**config.mk**
```make
export PLATFORM = sky130hd
export DESIGN_NAME = bas_bcd_alu
export DESIGN_NICKNAME = d
export VERILOG_FILES = /design/src/shared/bas_pkg.sv /design/src/rtl/bas_bcd_alu.sv
export SDC_FILE = /design/constraint.sdc
export NUM_CORES = 1
export LEC_CHECK = 0
export ABC_AREA = 1
export BUFFER_PORTS_ARGS = -buffer_cell sky130_fd_sc_hd__buf_4
export CELL_PAD_IN_SITES_DETAIL_PLACEMENT = 1
export CELL_PAD_IN_SITES_GLOBAL_PLACEMENT = 1
export CORE_ASPECT_RATIO = 1.2
export CORE_MARGIN = 5
export CORE_UTILIZATION = 46
export CTS_CLUSTER_SIZE = 40
export DETAILED_ROUTE_END_ITERATION = 8
export GPL_ROUTABILITY_DRIVEN = 1
export PLACE_DENSITY_LB_ADDON = 0.05
export RECOVER_POWER = 25
export SKIP_CTS_REPAIR_TIMING = 1
export SLEW_MARGIN = 20
export SYNTH_ARGS = -nofsm -noshare
export SYNTH_HDL_FRONTEND = slang
export SYNTH_SLANG_ARGS = --single-unit
```
**constraint.sdc**
```tcl
create_clock -name hclk -period 6.6 [get_ports hclk]
set_input_delay 1.32 -clock hclk [delete_from_list [all_inputs] [get_ports hclk]]
set_output_delay 1.32 -clock hclk [all_outputs]
set_load 0.01 [all_outputs]
```
**src/shared/bas_pkg.sv**
```systemverilog
// Shared constants and types for the BCD and binary add and subtract datapath.
package bas_pkg;
	// Byte offsets of the registers on the bus.
	localparam logic [7:0] OFS_ACC_A = 8'h00;
	localparam logic [7:0] OFS_ACC_B = 8'h04;
	localparam logic [7:0] OFS_OPERAND = 8'h08;
	localparam logic [7:0] OFS_INDEX = 8'h0C;
	localparam logic [7:0] OFS_FLAGS = 8'h10;
	localparam logic [7:0] OFS_COMMAND = 8'h14;
	localparam logic [7:0] OFS_EFF_ADDR = 8'h18;
	localparam logic [7:0] OFS_STORE = 8'h1C;
	localparam logic [7:0] OFS_STATUS = 8'h20;

	// Field positions inside the status register.
	localparam int STS_TAKEN_BIT = 0;
	localparam int STS_KNOWN_BIT = 1;

	// Instruction encodings.
	localparam logic [7:0] OPC_ACC_SUM = 8'h1B;
	localparam logic [7:0] OPC_ADD_CARRY_IDX = 8'hA9;
	localparam logic [7:0] OPC_MINUS_IDX = 8'hA0;
	localparam logic [7:0] OPC_MINUS_BORROW_IDX = 8'hA2;
	localparam logic [7:0] OPC_DEC_ADJ = 8'h19;
	localparam logic [7:0] OPC_FORCE_CARRY = 8'h0D;
	localparam logic [7:0] OPC_INDEX_DEC = 8'h09;
	localparam logic [7:0] OPC_BRANCH_NZ = 8'h26;
	localparam logic [7:0] OPC_LOAD_IDX = 8'hA6;
	localparam logic [7:0] OPC_STORE_IDX = 8'hA7;
	localparam logic [7:0] OPC_LOAD_INDEX_IMM = 8'hCE;

	// Values after reset.
	localparam logic [7:0] RST_BYTE = 8'h00;
	localparam logic [15:0] RST_INDEX = 16'h0000;
	localparam logic [5:0] RST_FLAGS = 6'h00;

	// Decimal adjust correction constants and the largest BCD digit.
	localparam logic [7:0] ADJ_ADD_NONE = 8'h00;
	localparam logic [7:0] ADJ_ADD_LO = 8'h06;
	localparam logic [7:0] ADJ_ADD_HI = 8'h60;
	localparam logic [3:0] BCD_MAX_DIGIT = 4'h9;
	localparam logic [3:0] BCD_HI_SPLIT = 4'h8;

	// Condition code bits, half-carry in bit 5 down to carry in bit 0.
	typedef struct packed {
		logic h;
		logic i;
		logic n;
		logic z;
		logic v;
		logic c;
	} bas_ccr_t;

	// Command word: opcode low, offset next, upper immediate byte above.
	typedef struct packed {
		logic [7:0] imm_hi;
		logic [7:0] offset;
		logic [7:0] opcode;
	} bas_cmd_t;

	// Accumulator value together with the flags it produces.
	typedef struct packed {
		logic [7:0] acc;
		bas_ccr_t ccr;
	} bas_res_t;
endpackage : bas_pkg

```
**src/rtl/bas_bcd_alu.sv**
```systemverilog
// Accumulator add, subtract and decimal adjust datapath behind an AHB-Lite slave.
//
// Functional notes
// - Carry-set adjust adds 60 or 66, carry stays.
// - Adjust adds 00, 06, 60 or 66.
// - Adjust covers all BCD sum cases.
// - Adjust sets negative and zero from result.
// - Adjust keeps half-carry and mask; overflow free.
// - Adjust carry equals true decimal carry.
// - Accumulator sum adds second into first.
// - Add with carry adds operand plus carry.
// - Addition overflow and carry from sign bits.
// - Subtract sets borrow when operand exceeds accumulator.
// - Subtract with borrow removes operand and carry.
// - Subtraction overflow and borrow from sign bits.
// - Loads, stores, decrement, branch keep carry.
// - Opcode 0D forces carry only.
// - Opcode A9 adds with carry, indexed.
// - Opcode A0 subtracts, indexed.
//
// The register offsets and the AHB-Lite slave port are this design's own decisions.
`timescale 1ns/1ps
module bas_bcd_alu (
	input wire logic hclk,
	input wire logic hresetn,
	input wire logic hsel,
	input wire logic [31:0] haddr,
	input wire logic [1:0] htrans,
	input wire logic hwrite,
	input wire logic [2:0] hsize,
	input wire logic [31:0] hwdata,
	input wire logic hready,
	output logic [31:0] hrdata,
	output logic hreadyout,
	output logic hresp
);
	logic wr_ff;
	logic rd_pend_ff;
	logic [7:0] addr_ff;
	logic [31:0] hrdata_ff;
	logic [7:0] acc_a_ff;
	logic [7:0] acc_b_ff;
	logic [7:0] operand_ff;
	logic [15:0] index_ff;
	bas_pkg::bas_ccr_t ccr_ff;
	logic [7:0] last_op_ff;
	logic [15:0] eff_addr_ff;
	logic [7:0] store_ff;
	logic taken_ff;
	logic known_ff;
	logic accept;
	logic do_exec;
	bas_pkg::bas_cmd_t cmd;
	logic [15:0] idx_addr;
	logic [7:0] nxt_acc_a;
	bas_pkg::bas_ccr_t nxt_ccr;
	logic [15:0] nxt_index;
	logic [7:0] nxt_store;
	logic nxt_taken;
	logic nxt_known;
	logic nxt_idx_op;
	logic [7:0] adj_add;
	logic adj_lo;
	logic adj_hi;
	logic [7:0] adj_sum;
	logic [15:0] dec_index;
	bas_pkg::bas_res_t alu_res;

	// Binary addition with carry in; half-carry from the low nibbles, carry from the ninth sum bit.
	function automatic bas_pkg::bas_res_t bas_add(input logic [7:0] a, input logic [7:0] m,
		input logic cin, input bas_pkg::bas_ccr_t f);
		logic [8:0] s;
		logic [4:0] hs;
		bas_pkg::bas_res_t r;
		s = {1'b0, a} + {1'b0, m} + {8'h00, cin};
		hs = {1'b0, a[3:0]} + {1'b0, m[3:0]} + {4'h0, cin};
		r.acc = s[7:0];
		r.ccr = f;
		r.ccr.h = hs[4];
		r.ccr.n = s[7];
		r.ccr.z = (s[7:0] == 8'h00);
		r.ccr.v = (a[7] == m[7]) && (s[7] != a[7]);
		r.ccr.c = s[8];
		return r;
	endfunction : bas_add

	// Binary subtraction with borrow in; half-carry is left alone.
	function automatic bas_pkg::bas_res_t bas_sub(input logic [7:0] a, input logic [7:0] m,
		input logic bin, input bas_pkg::bas_ccr_t f);
		logic [8:0] s;
		bas_pkg::bas_res_t r;
		s = {1'b0, a} - {1'b0, m} - {8'h00, bin};
		r.acc = s[7:0];
		r.ccr = f;
		r.ccr.n = s[7];
		r.ccr.z = (s[7:0] == 8'h00);
		r.ccr.v = (a[7] != m[7]) && (s[7] != a[7]);
		r.ccr.c = s[8];
		return r;
	endfunction : bas_sub

	// Read multiplexer over the register map; unmapped offsets read as zero.
	function automatic logic [31:0] bas_read(input logic [7:0] ofs, input logic [7:0] a,
		input logic [7:0] b, input logic [7:0] m, input logic [15:0] x,
		input bas_pkg::bas_ccr_t f, input logic [7:0] op, input logic [15:0] ea,
		input logic [7:0] st, input logic tk, input logic kn);
		logic [31:0] d;
		d = 32'h0000_0000;
		case (ofs)
			bas_pkg::OFS_ACC_A: d = {24'h00_0000, a};
			bas_pkg::OFS_ACC_B: d = {24'h00_0000, b};
			bas_pkg::OFS_OPERAND: d = {24'h00_0000, m};
			bas_pkg::OFS_INDEX: d = {16'h0000, x};
			bas_pkg::OFS_FLAGS: d = {26'h000_0000, f};
			bas_pkg::OFS_COMMAND: d = {24'h00_0000, op};
			bas_pkg::OFS_EFF_ADDR: d = {16'h0000, ea};
			bas_pkg::OFS_STORE: d = {24'h00_0000, st};
			bas_pkg::OFS_STATUS: d = {30'h0000_0000, kn, tk};
			default: d = 32'h0000_0000;
		endcase
		return d;
	endfunction : bas_read

	// Bus handshake: writes finish at once, reads take one wait state.
	assign accept = hsel && hready && htrans[1];
	assign hreadyout = !rd_pend_ff;
	assign hresp = 1'b0;
	assign hrdata = hrdata_ff;
	assign do_exec = wr_ff && (addr_ff == bas_pkg::OFS_COMMAND);
	assign cmd = bas_pkg::bas_cmd_t'(hwdata[23:0]);
	assign idx_addr = index_ff + {8'h00, cmd.offset};
	assign dec_index = index_ff - 16'h0001;

	// Address phase capture.
	always_ff @(posedge hclk or negedge hresetn) begin
		if (!hresetn) begin
			wr_ff <= 1'b0;
			rd_pend_ff <= 1'b0;
			addr_ff <= 8'h00;
		end else if (hready) begin
			wr_ff <= accept && hwrite;
			rd_pend_ff <= accept && !hwrite;
			addr_ff <= haddr[7:0];
		end else begin
			rd_pend_ff <= 1'b0;
		end
	end

	// Read data is taken in the wait state, after any earlier write has landed.
	always_ff @(posedge hclk or negedge hresetn) begin
		if (!hresetn) begin
			hrdata_ff <= 32'h0000_0000;
		end else if (rd_pend_ff) begin
			hrdata_ff <= bas_read(addr_ff, acc_a_ff, acc_b_ff, operand_ff, index_ff, ccr_ff,
				last_op_ff, eff_addr_ff, store_ff, taken_ff, known_ff);
		end
	end

	// Decimal adjust correction, chosen from carry, both digits and half-carry.
	always_comb begin
		adj_lo = ccr_ff.h || (acc_a_ff[3:0] > bas_pkg::BCD_MAX_DIGIT);
		adj_hi = ccr_ff.c || (acc_a_ff[7:4] > bas_pkg::BCD_MAX_DIGIT)
			|| ((acc_a_ff[7:4] > bas_pkg::BCD_HI_SPLIT)
			&& (acc_a_ff[3:0] > bas_pkg::BCD_MAX_DIGIT));
		adj_add = (adj_hi ? bas_pkg::ADJ_ADD_HI : bas_pkg::ADJ_ADD_NONE)
			| (adj_lo ? bas_pkg::ADJ_ADD_LO : bas_pkg::ADJ_ADD_NONE);
		adj_sum = acc_a_ff + adj_add;
	end

	// Instruction execution on a write of the command register.
	always_comb begin
		nxt_acc_a = acc_a_ff;
		nxt_ccr = ccr_ff;
		nxt_index = index_ff;
		nxt_store = store_ff;
		nxt_taken = taken_ff;
		nxt_known = 1'b1;
		nxt_idx_op = 1'b0;
		alu_res = {acc_a_ff, ccr_ff};
		case (cmd.opcode)
			bas_pkg::OPC_ACC_SUM: begin
				alu_res = bas_add(acc_a_ff, acc_b_ff, 1'b0, ccr_ff);
				nxt_acc_a = alu_res.acc;
				nxt_ccr = alu_res.ccr;
			end
			bas_pkg::OPC_ADD_CARRY_IDX: begin
				alu_res = bas_add(acc_a_ff, operand_ff, ccr_ff.c, ccr_ff);
				nxt_acc_a = alu_res.acc;
				nxt_ccr = alu_res.ccr;
				nxt_idx_op = 1'b1;
			end
			bas_pkg::OPC_MINUS_IDX: begin
				alu_res = bas_sub(acc_a_ff, operand_ff, 1'b0, ccr_ff);
				nxt_acc_a = alu_res.acc;
				nxt_ccr = alu_res.ccr;
				nxt_idx_op = 1'b1;
			end
			bas_pkg::OPC_MINUS_BORROW_IDX: begin
				alu_res = bas_sub(acc_a_ff, operand_ff, ccr_ff.c, ccr_ff);
				nxt_acc_a = alu_res.acc;
				nxt_ccr = alu_res.ccr;
				nxt_idx_op = 1'b1;
			end
			bas_pkg::OPC_DEC_ADJ: begin
				// Half-carry, mask and overflow are left as they were.
				nxt_acc_a = adj_sum;
				nxt_ccr.n = adj_sum[7];
				nxt_ccr.z = (adj_sum == 8'h00);
				nxt_ccr.c = adj_hi;
			end
			bas_pkg::OPC_FORCE_CARRY: begin
				nxt_ccr.c = 1'b1;
			end
			bas_pkg::OPC_INDEX_DEC: begin
				nxt_index = dec_index;
				nxt_ccr.z = (dec_index == 16'h0000);
			end
			bas_pkg::OPC_BRANCH_NZ: begin
				nxt_taken = !ccr_ff.z;
			end
			bas_pkg::OPC_LOAD_IDX: begin
				nxt_acc_a = operand_ff;
				nxt_ccr.n = operand_ff[7];
				nxt_ccr.z = (operand_ff == 8'h00);
				nxt_ccr.v = 1'b0;
				nxt_idx_op = 1'b1;
			end
			bas_pkg::OPC_STORE_IDX: begin
				nxt_store = acc_a_ff;
				nxt_ccr.n = acc_a_ff[7];
				nxt_ccr.z = (acc_a_ff == 8'h00);
				nxt_ccr.v = 1'b0;
				nxt_idx_op = 1'b1;
			end
			bas_pkg::OPC_LOAD_INDEX_IMM: begin
				nxt_index = {cmd.imm_hi, cmd.offset};
				nxt_ccr.n = cmd.imm_hi[7];
				nxt_ccr.z = ({cmd.imm_hi, cmd.offset} == 16'h0000);
				nxt_ccr.v = 1'b0;
			end
			default: begin
				nxt_known = 1'b0;
			end
		endcase
	end

	// Accumulators and memory operand, written by software or by execution.
	always_ff @(posedge hclk or negedge hresetn) begin
		if (!hresetn) begin
			acc_a_ff <= bas_pkg::RST_BYTE;
			acc_b_ff <= bas_pkg::RST_BYTE;
			operand_ff <= bas_pkg::RST_BYTE;
		end else if (do_exec) begin
			acc_a_ff <= nxt_acc_a;
		end else if (wr_ff) begin
			if (addr_ff == bas_pkg::OFS_ACC_A) acc_a_ff <= hwdata[7:0];
			if (addr_ff == bas_pkg::OFS_ACC_B) acc_b_ff <= hwdata[7:0];
			if (addr_ff == bas_pkg::OFS_OPERAND) operand_ff <= hwdata[7:0];
		end
	end

	// Index register and condition codes.
	always_ff @(posedge hclk or negedge hresetn) begin
		if (!hresetn) begin
			index_ff <= bas_pkg::RST_INDEX;
			ccr_ff <= bas_pkg::RST_FLAGS;
		end else if (do_exec) begin
			index_ff <= nxt_index;
			ccr_ff <= nxt_ccr;
		end else if (wr_ff) begin
			if (addr_ff == bas_pkg::OFS_INDEX) index_ff <= hwdata[15:0];
			if (addr_ff == bas_pkg::OFS_FLAGS) ccr_ff <= bas_pkg::bas_ccr_t'(hwdata[5:0]);
		end
	end

	// Execution results: last opcode, operand address, stored byte and status.
	always_ff @(posedge hclk or negedge hresetn) begin
		if (!hresetn) begin
			last_op_ff <= bas_pkg::RST_BYTE;
			eff_addr_ff <= bas_pkg::RST_INDEX;
			store_ff <= bas_pkg::RST_BYTE;
			taken_ff <= 1'b0;
			known_ff <= 1'b0;
		end else if (do_exec) begin
			last_op_ff <= cmd.opcode;
			store_ff <= nxt_store;
			taken_ff <= nxt_taken;
			known_ff <= nxt_known;
			if (nxt_idx_op) eff_addr_ff <= idx_addr;
		end
	end
endmodule : bas_bcd_alu

```
* Word level (Yosys, flattened, before mapping)
Index checks and enable logic that the tools add are counted.
** Cells by class
- Eq/ne operators :: 33
- Shift operators :: 0
- Reductions and logical operators :: 46
- Add/sub/neg operators :: 11
- $lt $le $gt $ge :: 3
- Multipliers :: 0
- Bitwise gates (word level) :: 2
- Div/mod/pow operators :: 0
- Muxes and demuxes :: 22
** Operator list (count)
- case mux 16 bit (9 select lines) :: 1
- zero test 8 bit :: 8
- == test 8 x 5 -> 1 bit (second input constant) :: 6
- == test 8 bit (second input constant) :: 6
- two-way mux 16 bit :: 3
- case mux 8 bit (6 select lines) :: 1
- == test 8 x 4 -> 1 bit (second input constant) :: 4
- zero test 16 bit :: 2
- case mux 16 bit (2 select lines) :: 1
- AND reduction 3 bit :: 10
- two-way mux 8 bit :: 3
- adder 8 x 8 -> 9 bit :: 2
- two-way mux 6 bit :: 3
- adder 16 x 8 -> 16 bit :: 1
- == test 8 x 6 -> 1 bit (second input constant) :: 2
- subtractor 16 x 1 -> 16 bit (second input constant) :: 1
- != test 7 x 1 -> 1 bit (second input constant) :: 2
- > comparator 4 bit (second input constant) :: 3
- OR reduction 11 bit :: 1
- adder 4 x 4 -> 5 bit :: 2
- logical AND 1 bit :: 10
- != test 10 x 1 -> 1 bit (second input constant) :: 1
- adder 9 x 1 -> 9 bit :: 1
- != test 9 x 1 -> 1 bit (second input constant) :: 1
- other kinds (25) :: 42
** Storage, ports and cells
- Output and inout port bits :: 34
- Bits in latches :: 0
- RAM bits :: 0
- Flip-flop bits (word level) :: 122
- Memories :: 0
- Input port bits :: 74
- Memory bits (read-only) :: 0

* Logic depth before layout (Yosys ltp)
Gate-level depths: netlist of run 1.
- Depth in word-level cells :: 9
- Gate-level depth with buffers :: 19
- Depth with buffers taken out :: 19

* Worst setup path before layout of run 1
No wires, ideal clock.
- Path type :: input port to flip-flop
- Start point :: in hwdata[8]
- End point :: reg eff_addr_ff[14]
- Arrival time :: 3.063 ns
- Stages on the path :: 14
- Setup slack :: 3.471 ns
- Setup time :: 0.065 ns
- Cell sequence :: ha_1 > inv_1 > fa_1 > o21ai_1 > a21oi_1 > nor2_1 > o21ai_1 > nand2_1 > nand2_1 > nor3_1 > inv_1 > o21ai_0 > nand3_1 > nand2_1
** Between the ends
- Word-level cells in the longest chain between the ends :: 1
** RTL lines
- from (decl) :: RTL line bas_bcd_alu.sv:31 : input wire logic [31:0] hwdata,
- adder 16 x 8 -> 16 bit :: RTL line bas_bcd_alu.sv:131 : assign idx_addr = index_ff + {8'h00, cmd.offset};
- to (signal assigned) :: RTL line bas_bcd_alu.sv:280 : eff_addr_ff <= bas_pkg::RST_INDEX;
- to (signal assigned) :: RTL line bas_bcd_alu.sv:289 : if (nxt_idx_op) eff_addr_ff <= idx_addr;
- to (decl) :: RTL line bas_bcd_alu.sv:47 : logic [15:0] eff_addr_ff;
Every way passes these cells.
A chain may end at the register's enable or synchronous reset.

* Final worst setup path of run 1
- Start point :: reg addr_ff[7]
- End point :: reg index_ff[15]
** Between the ends
- Word-level cells in the longest chain between the ends :: 4
- Elaborated cells on any way between the ends :: 8
- Classes of those cells :: eq/ne: 3; mux: 1; reduce/logical: 4
** RTL lines
- from (decl) :: RTL line bas_bcd_alu.sv:39 : logic [7:0] addr_ff;
- from (signal assigned) :: RTL line bas_bcd_alu.sv:143 : addr_ff <= haddr[7:0];
- == test 8 x 5 -> 1 bit :: RTL line bas_bcd_alu.sv:129 : assign do_exec = wr_ff && (addr_ff == bas_pkg::OFS_COMMAND);
- logical AND 1 bit :: RTL line bas_bcd_alu.sv:129
- != test 3 x 1 -> 1 bit (no line) or nonzero test 2 bit (tied branches)
- AND reduction 3 bit (no line)
- to (signal assigned) :: RTL line bas_bcd_alu.sv:265 : index_ff <= bas_pkg::RST_INDEX;
- to (signal assigned) :: RTL line bas_bcd_alu.sv:268 : index_ff <= nxt_index;
- to (signal assigned) :: RTL line bas_bcd_alu.sv:271 : if (addr_ff == bas_pkg::OFS_INDEX) index_ff <= hwdata[15:0];
- to (decl) :: RTL line bas_bcd_alu.sv:44 : logic [15:0] index_ff;
Several ways; a longest one is shown, not always the timed one.

==> impl_metrics.ini, run 1 <==
[pwr]
pwr-share-clk_pct = 28.6
power_density_nw_per_um2 = 222.7
pwr-share-comb_pct = 33.7
power.switching_uw = 824.8
peakVddDrop_v = 0.0001115
leakagePower_nw = 4.482
switching_share_pct = 41.16
power_frac_seq_pct = 37.7
p_int_mw = 1.179
p_total_mw = 2.004

[floorplanning]
initial_core_util_pct = 46.76
ios = 108
die_area_um2 = 20570
die_h_um = 156.1
die-width_um = 131.8
placementRows = 53
core_um2 = 17510

[setup_path]
reg2reg_to = index_ff[15]
cp.required_ns = 6.83
worst-path-buf-inv = 3
cp_max_fo = 25
regToRegStartpoint = addr_ff[7]
worst_r2r_path_depth = 12
cp-end-kind = register
cp_top_family = simple AND/OR/NAND/NOR gates
startpoint_type = register
crit_type = register to register
arrival_ns = 4.08
critPathMaxStageDelay_ns = 0.85
cp_cell_sequence = inv_1, nand2_1, nor3_4, nand2_2, nor2_4, inv_2, nor3_2, nor3_4, inv_2, a31oi_1, o21ai_1, o21ai_1
cp_slowest_cell = nor3_4
r2r_setup_slack_ns = 2.76

[detailed_routing]
drtIter0Drc = 443
wl_per_cell_um = 22.09
firstDrtPassIters = 4
num_vias = 8378
ant_nets = 0
drcViolationCount = 0
vias_per_cell = 5.859
wl_um = 31590

[status]
status = finished, violations left
violations = capacitance limit, slew limit

[placement]
dp.cells = 1414
post-dp-hpwl_um = 25210
gp_congestion = 0.9569
pre_cts_ws_ns = 2.743
numPortBuffers = 54

[sta]
finalSetupTns_ns = 0
period_minus_slack_ns = 3.844
fin_worst_skew_ns = 0.007340
rsz0062_at_grt = false
max-slew-margin-rel_pct = -90.33
worst_slew_pin_slew_ns = 2.855
holdWs_ns = 0.4834
worst_slack_ns = 2.756
hold_viol = 0
timing.final.crit_share_pct = 58.24
final-setup-viol-count = 0
drv_slew = 50
clock.fmax_ghz = 0.2602

[yosys]
ys_warn_count = 0
synth-seq-cells = 106
yosys_most_used_dff = dfrtp_1
synth-simple-area-share_pct = 29.38
yosysMostFrequentCell = nand2_1
synth_area_leaders = dfrtp_1 32%, nand2_1 13%, ha_1 6.0%, o21ai_0 5.6%, inv_1 5.4%
syn_avg_cell_area_um2 = 7.002
synth_common_cells = 279 x nand2_1, 118 x inv_1, 106 x dfrtp_1, 105 x nor2_1, 92 x o21ai_0
synth_cell_types = 55
synth.cell_area_um2 = 8185
synth_top_family_by_area = simple AND/OR/NAND/NOR gates
synth_top_area_share_pct = 32.41
synth.area.mux_share_pct = 0.4127
synth-edff-count = 0
synth_compound_area_share_pct = 17.00
synthArstFlopShare_pct = 100.0
synth_xor_area_share_pct = 3.424
yosysSeqAreaShare_pct = 32.41
synth_fa_ha_area_share_pct = 7.429
synthCells = 1169
synth_top_area_cell = dfrtp_1

[global_routing]
grt_usage_pct = 30.66
grt_pass1_vias = 8751
grt_pass1_wl_um = 49020
grt_antenna_before_repair = 0
gr-total-overflow = 0
grt_max_degree = 59

[hold_path]
hold_start = hrdata[2]
min_path_type = register to register
holdPathStages = 1
holdPathEnd = hrdata[2]

[clock_network]
cts_sinks = 106
clkLatencyLatePin_ns = 0.37
path_clk_slew_ns = 0.08
htree_num_levels = 3
cts-root-buf = clkbuf_16
cts_tree = done
clk_path_buf_depth = 2
cts_made_buffers = 9

[layout]
seq_area_um2 = 2653
multi_input_area_um2 = 4782
n_fill_cell = 2324
nets = 1324
syn_to_final_growth_pct = 9.905
drive_gt1_share_pct = 10.08
n_antenna_cell = 0
instances_no_fill = 1430

[flow_run]
drv_cap = 1
worst max path at each step:
stage	start	to	slack [ns]	depth (start not counted)
6_report	addr_ff[7]	index_ff[15]	2.76	12
2_1_floorplan	hwdata[8]	eff_addr_ff[14]	3.47	14
4_1_cts	addr_ff[6]	index_ff[15]	2.82	12
5_1_grt	hresetn	index_ff[6]	2.25	2
3_5_place_dp	hwdata[0]	index_ff[15]	2.74	13
3_3_place_gp	hwdata[0]	index_ff[15]	2.75	13
cell type report:
| type | instances | share of cell area, % |
|---|---|---|
| inverters | 142 | 5.939 |
| clock inverters | 7 | 1.015 |
| clock buffers | 9 | 2.503 |
| repair buffers | 59 | 4.840 |
| well taps | 220 | 3.060 |
| multi-input cells | 887 | 53.16 |
| flip-flops and latches | 106 | 29.49 |
sequential cells by signal, indices dropped and copies added (netlist names):
| name | flops |
|---|---|
| ccr_ff | 6 |
| acc_a_ff | 8 |
| operand_ff | 8 |
| hrdata | 16 |
| acc_b_ff | 8 |
| last_op_ff | 8 |
| known_ff | 1 |
| eff_addr_ff | 16 |
| store_ff | 8 |
| rd_pend_ff | 1 |
| taken_ff | 1 |
| addr_ff | 8 |
| wr_ff | 1 |
| index_ff | 16 |
cell families (layout without fill, tap and decap cells):
family	after synthesis	after routing
multiplexers	3	3
flip-flops	106	106
adder cells (fa/ha/maj)	45	45
buffers and inverters	192	217
AO/OA/AOI/OAI	242	242
other	1	17
AND/OR/NAND/NOR	548	548
XOR/XNOR	32	32
stage by stage:
step           util (%)  area, um2
2_1_floorplan         -       8245
3_3_place_gp      49.62       8687
3_5_place_dp      49.62       8687
4_1_cts           51.43       9004
5_1_grt           51.39       8996
6_report          51.39       8996
power groups by stage:
stage / Combinational, mW / Sequential, mW / Clock [mW]
after floorplan: 0.453 / 0.737 / 0
after global placement: 0.651 / 0.765 / 0
after detailed placement: 0.666 / 0.767 / 0
after CTS: 0.670 / 0.754 / 0.584
after global routing: 0.737 / 0.760 / 0.616
final: 0.674 / 0.755 / 0.574
worst register-to-register path: stages (launching register included):
cell and delay [ns]:
dfrtp_1 0.37, inv_1 0.07, nand2_1 0.13, nor3_4 0.85, nand2_2 0.34, nor2_4 0.62
inv_2 0.37, nor3_2 0.27, nor3_4 0.15, inv_2 0.26, a31oi_1 0.08, o21ai_1 0.11
o21ai_1 0.08
metal layers:
metal | wire, um | track usage (%) | share of wire [%]
met5 | 0 | 0 | 0
met4 | 2358 | 20.82 | 7.5
met3 | 1095 | 3.226 | 3.5
met2 | 16340 | 56.56 | 52
met1 | 11800 | 32.96 | 37
cells in the final DEF (no fill, tap or decap), types with 6 or more instances in the layout:
master	synthesis	final
nand2_1	279	279
inv_1	118	118
dfrtp_1	106	106
nor2_1	105	105
o21ai_0	92	92
nand3_1	87	87
a21oi_1	63	63
buf_4	18	57
ha_1	39	39
xor2_1	25	25
nor3_1	24	24
nand4_1	21	21
inv_2	20	20
o22ai_1	18	18
conb_1	1	17
o21ai_1	15	15
a31oi_1	12	12
clkbuf_16	0	9
xnor2_1	7	7
nand2_2	6	6
nor4_1	6	6
o211ai_1	6	6
fa_1	6	6
Note: power is estimated with default switching activity, not from simulation.
==> inputs of run 2 (changes only) <==
Settings changed: CORE_UTILIZATION 46 to 43.
Clock period 6.6 ns to 3.9 ns, I/O delays scaled along.
==> impl_metrics.ini, run 2 (same netlist as run 1, synthesis figures left out) <==
[layout]
seq_area_um2 = 2653
syn_to_final_growth_pct = 11.51
nets = 1333
n_antenna_cell = 0
multi_input_area_um2 = 4782
drive_gt1_share_pct = 10.83
layout_common_cells = 279 x nand2_1, 118 x inv_1, 106 x dfrtp_1, 105 x nor2_1, 92 x o21ai_0
n_fill_cell = 2475
fin_util_pct = 48.58
layout_commonest_cell = nand2_1

[status]
violations = capacitance limit, slew limit
status = finished, violations left

[setup_path]
cp_cell_sequence = inv_1, ha_1, fa_1, inv_1, nand2_1, nand2_1, nand2_1, nor2_1, nand3_1, nor2_1, nand3_1, nand3_1, nand3_1, nand3_1, nand3_1, nand2_1, a21oi_1
worst-path-buf-inv = 2
reg2reg_to = ccr_ff[1]
startpoint_type = register
crit_path_start = acc_a_ff[0]
cp_top_family = simple AND/OR/NAND/NOR gates
crit_type = register to register
arrival_ns = 3.51
cp.required_ns = 4.15
cp-end-kind = register
worst_r2r_path_depth = 17
regToRegStartpoint = acc_a_ff[0]
path_depth = 17
critPathMaxStageDelay_ns = 0.46
cp_common_cell = nand3_1
r2r_setup_slack_ns = 0.65
cp_max_fo = 5
cp_slowest_cell = dfrtp_1
critical_path.endpoint = ccr_ff[1]

[floorplanning]
initial_core_util_pct = 43.57
die-width_um = 136.0
die_area_um2 = 21910
ios = 108
core_um2 = 18790
die_h_um = 161.1
placementRows = 55

[clock_network]
htree_num_levels = 3
cts-root-buf = clkbuf_16
cts_tree = done
cts_sinks = 106
clk_path_buf_depth = 2
cts_made_buffers = 9
clkLatencyLatePin_ns = 0.37
path_clk_slew_ns = 0.08

[global_routing]
grt_pass1_wl_um = 50220
grt_usage_pct = 29.99
gr-total-overflow = 0
grt_antenna_before_repair = 0
grt_max_degree = 60
grt_pass1_vias = 8938

[sta]
drv_slew = 59
worst_slew_pin_slew_ns = 1.661
holdWs_ns = 0.4873
worst_slack_ns = 0.6471
rsz0062_at_grt = false
timing.final.crit_share_pct = 83.41
finalSetupTns_ns = 0
max-slew-margin-rel_pct = -10.76
fin_worst_skew_ns = 0.007789
final-setup-viol-count = 0
hold_viol = 0
clock.fmax_ghz = 0.3074
period_minus_slack_ns = 3.253

[detailed_routing]
wl_per_cell_um = 21.71
vias_per_cell = 5.698
drtIter0Drc = 406
ant_nets = 0
firstDrtPassIters = 5
drcViolationCount = 0
wl_um = 32020
num_vias = 8405

[placement]
gp_congestion = 0.9275
post-dp-hpwl_um = 25670
numPortBuffers = 54
pre_cts_ws_ns = 0.6942

[flow_run]
drv_cap = 1

[hold_path]
min_path_type = register to register

[pwr]
power_density_nw_per_um2 = 377.2
peakVddDrop_v = 0.0001816
p_total_mw = 3.443
leakagePower_nw = 4.542
[run 2: through the flow]
step	std cells	cell area (um2)
after floorplan	1185	8245
after global placement	1459	8812
after detailed placement	1459	8812
after CTS	1475	9134
after global routing	1475	9128
final	1475	9128
[run 2: area by class of cell]
class                   instances  area share [%]
repair buffers                 68           5.661
inverters                     142           5.853
clock buffers                   9           2.467
clock inverters                 7           1.056
multi-input cells             887           52.39
well taps                     256           3.509
flip-flops and latches        106           29.06
[run 2: how the worst min path moves through the flow]
stage	slack, ns	cells past startpoint	to	from
after global placement	0.46	1	hrdata[2]	hrdata[2]
after detailed placement	0.47	2	eff_addr_ff[13]	eff_addr_ff[13]
after CTS	0.49	2	eff_addr_ff[13]	eff_addr_ff[13]
after global routing	0.51	2	eff_addr_ff[13]	eff_addr_ff[13]
after floorplan	0.45	2	eff_addr_ff[12]	eff_addr_ff[12]
final	0.49	1	hrdata[2]	hrdata[2]
[run 2: worst register-to-register path, stage by stage (launching register included)]
cell and delay (ns):
dfrtp_1 0.46, inv_1 0.17, ha_1 0.29, fa_1 0.41, inv_1 0.12, nand2_1 0.08
nand2_1 0.23, nand2_1 0.11, nor2_1 0.18, nand3_1 0.18, nor2_1 0.18, nand3_1 0.09
nand3_1 0.18, nand3_1 0.09, nand3_1 0.11, nand3_1 0.12, nand2_1 0.09, a21oi_1 0.06
[run 2: where the power goes]
group	internal (mW)	switching, mW	total, mW
clock network	0.517	0.480	0.997
registers	1.17	0.0852	1.25
logic	0.382	0.810	1.19
[run 2: layer usage]
layer  global-route usage (%)  vias up  part of all wire, %
li1                         -     3952                    -
met1                    33.02     4110                   38
met2                    54.01      233                   51
met3                    2.991      110                  3.3
met4                    19.98        0                  7.7
met5                        0        -                    0
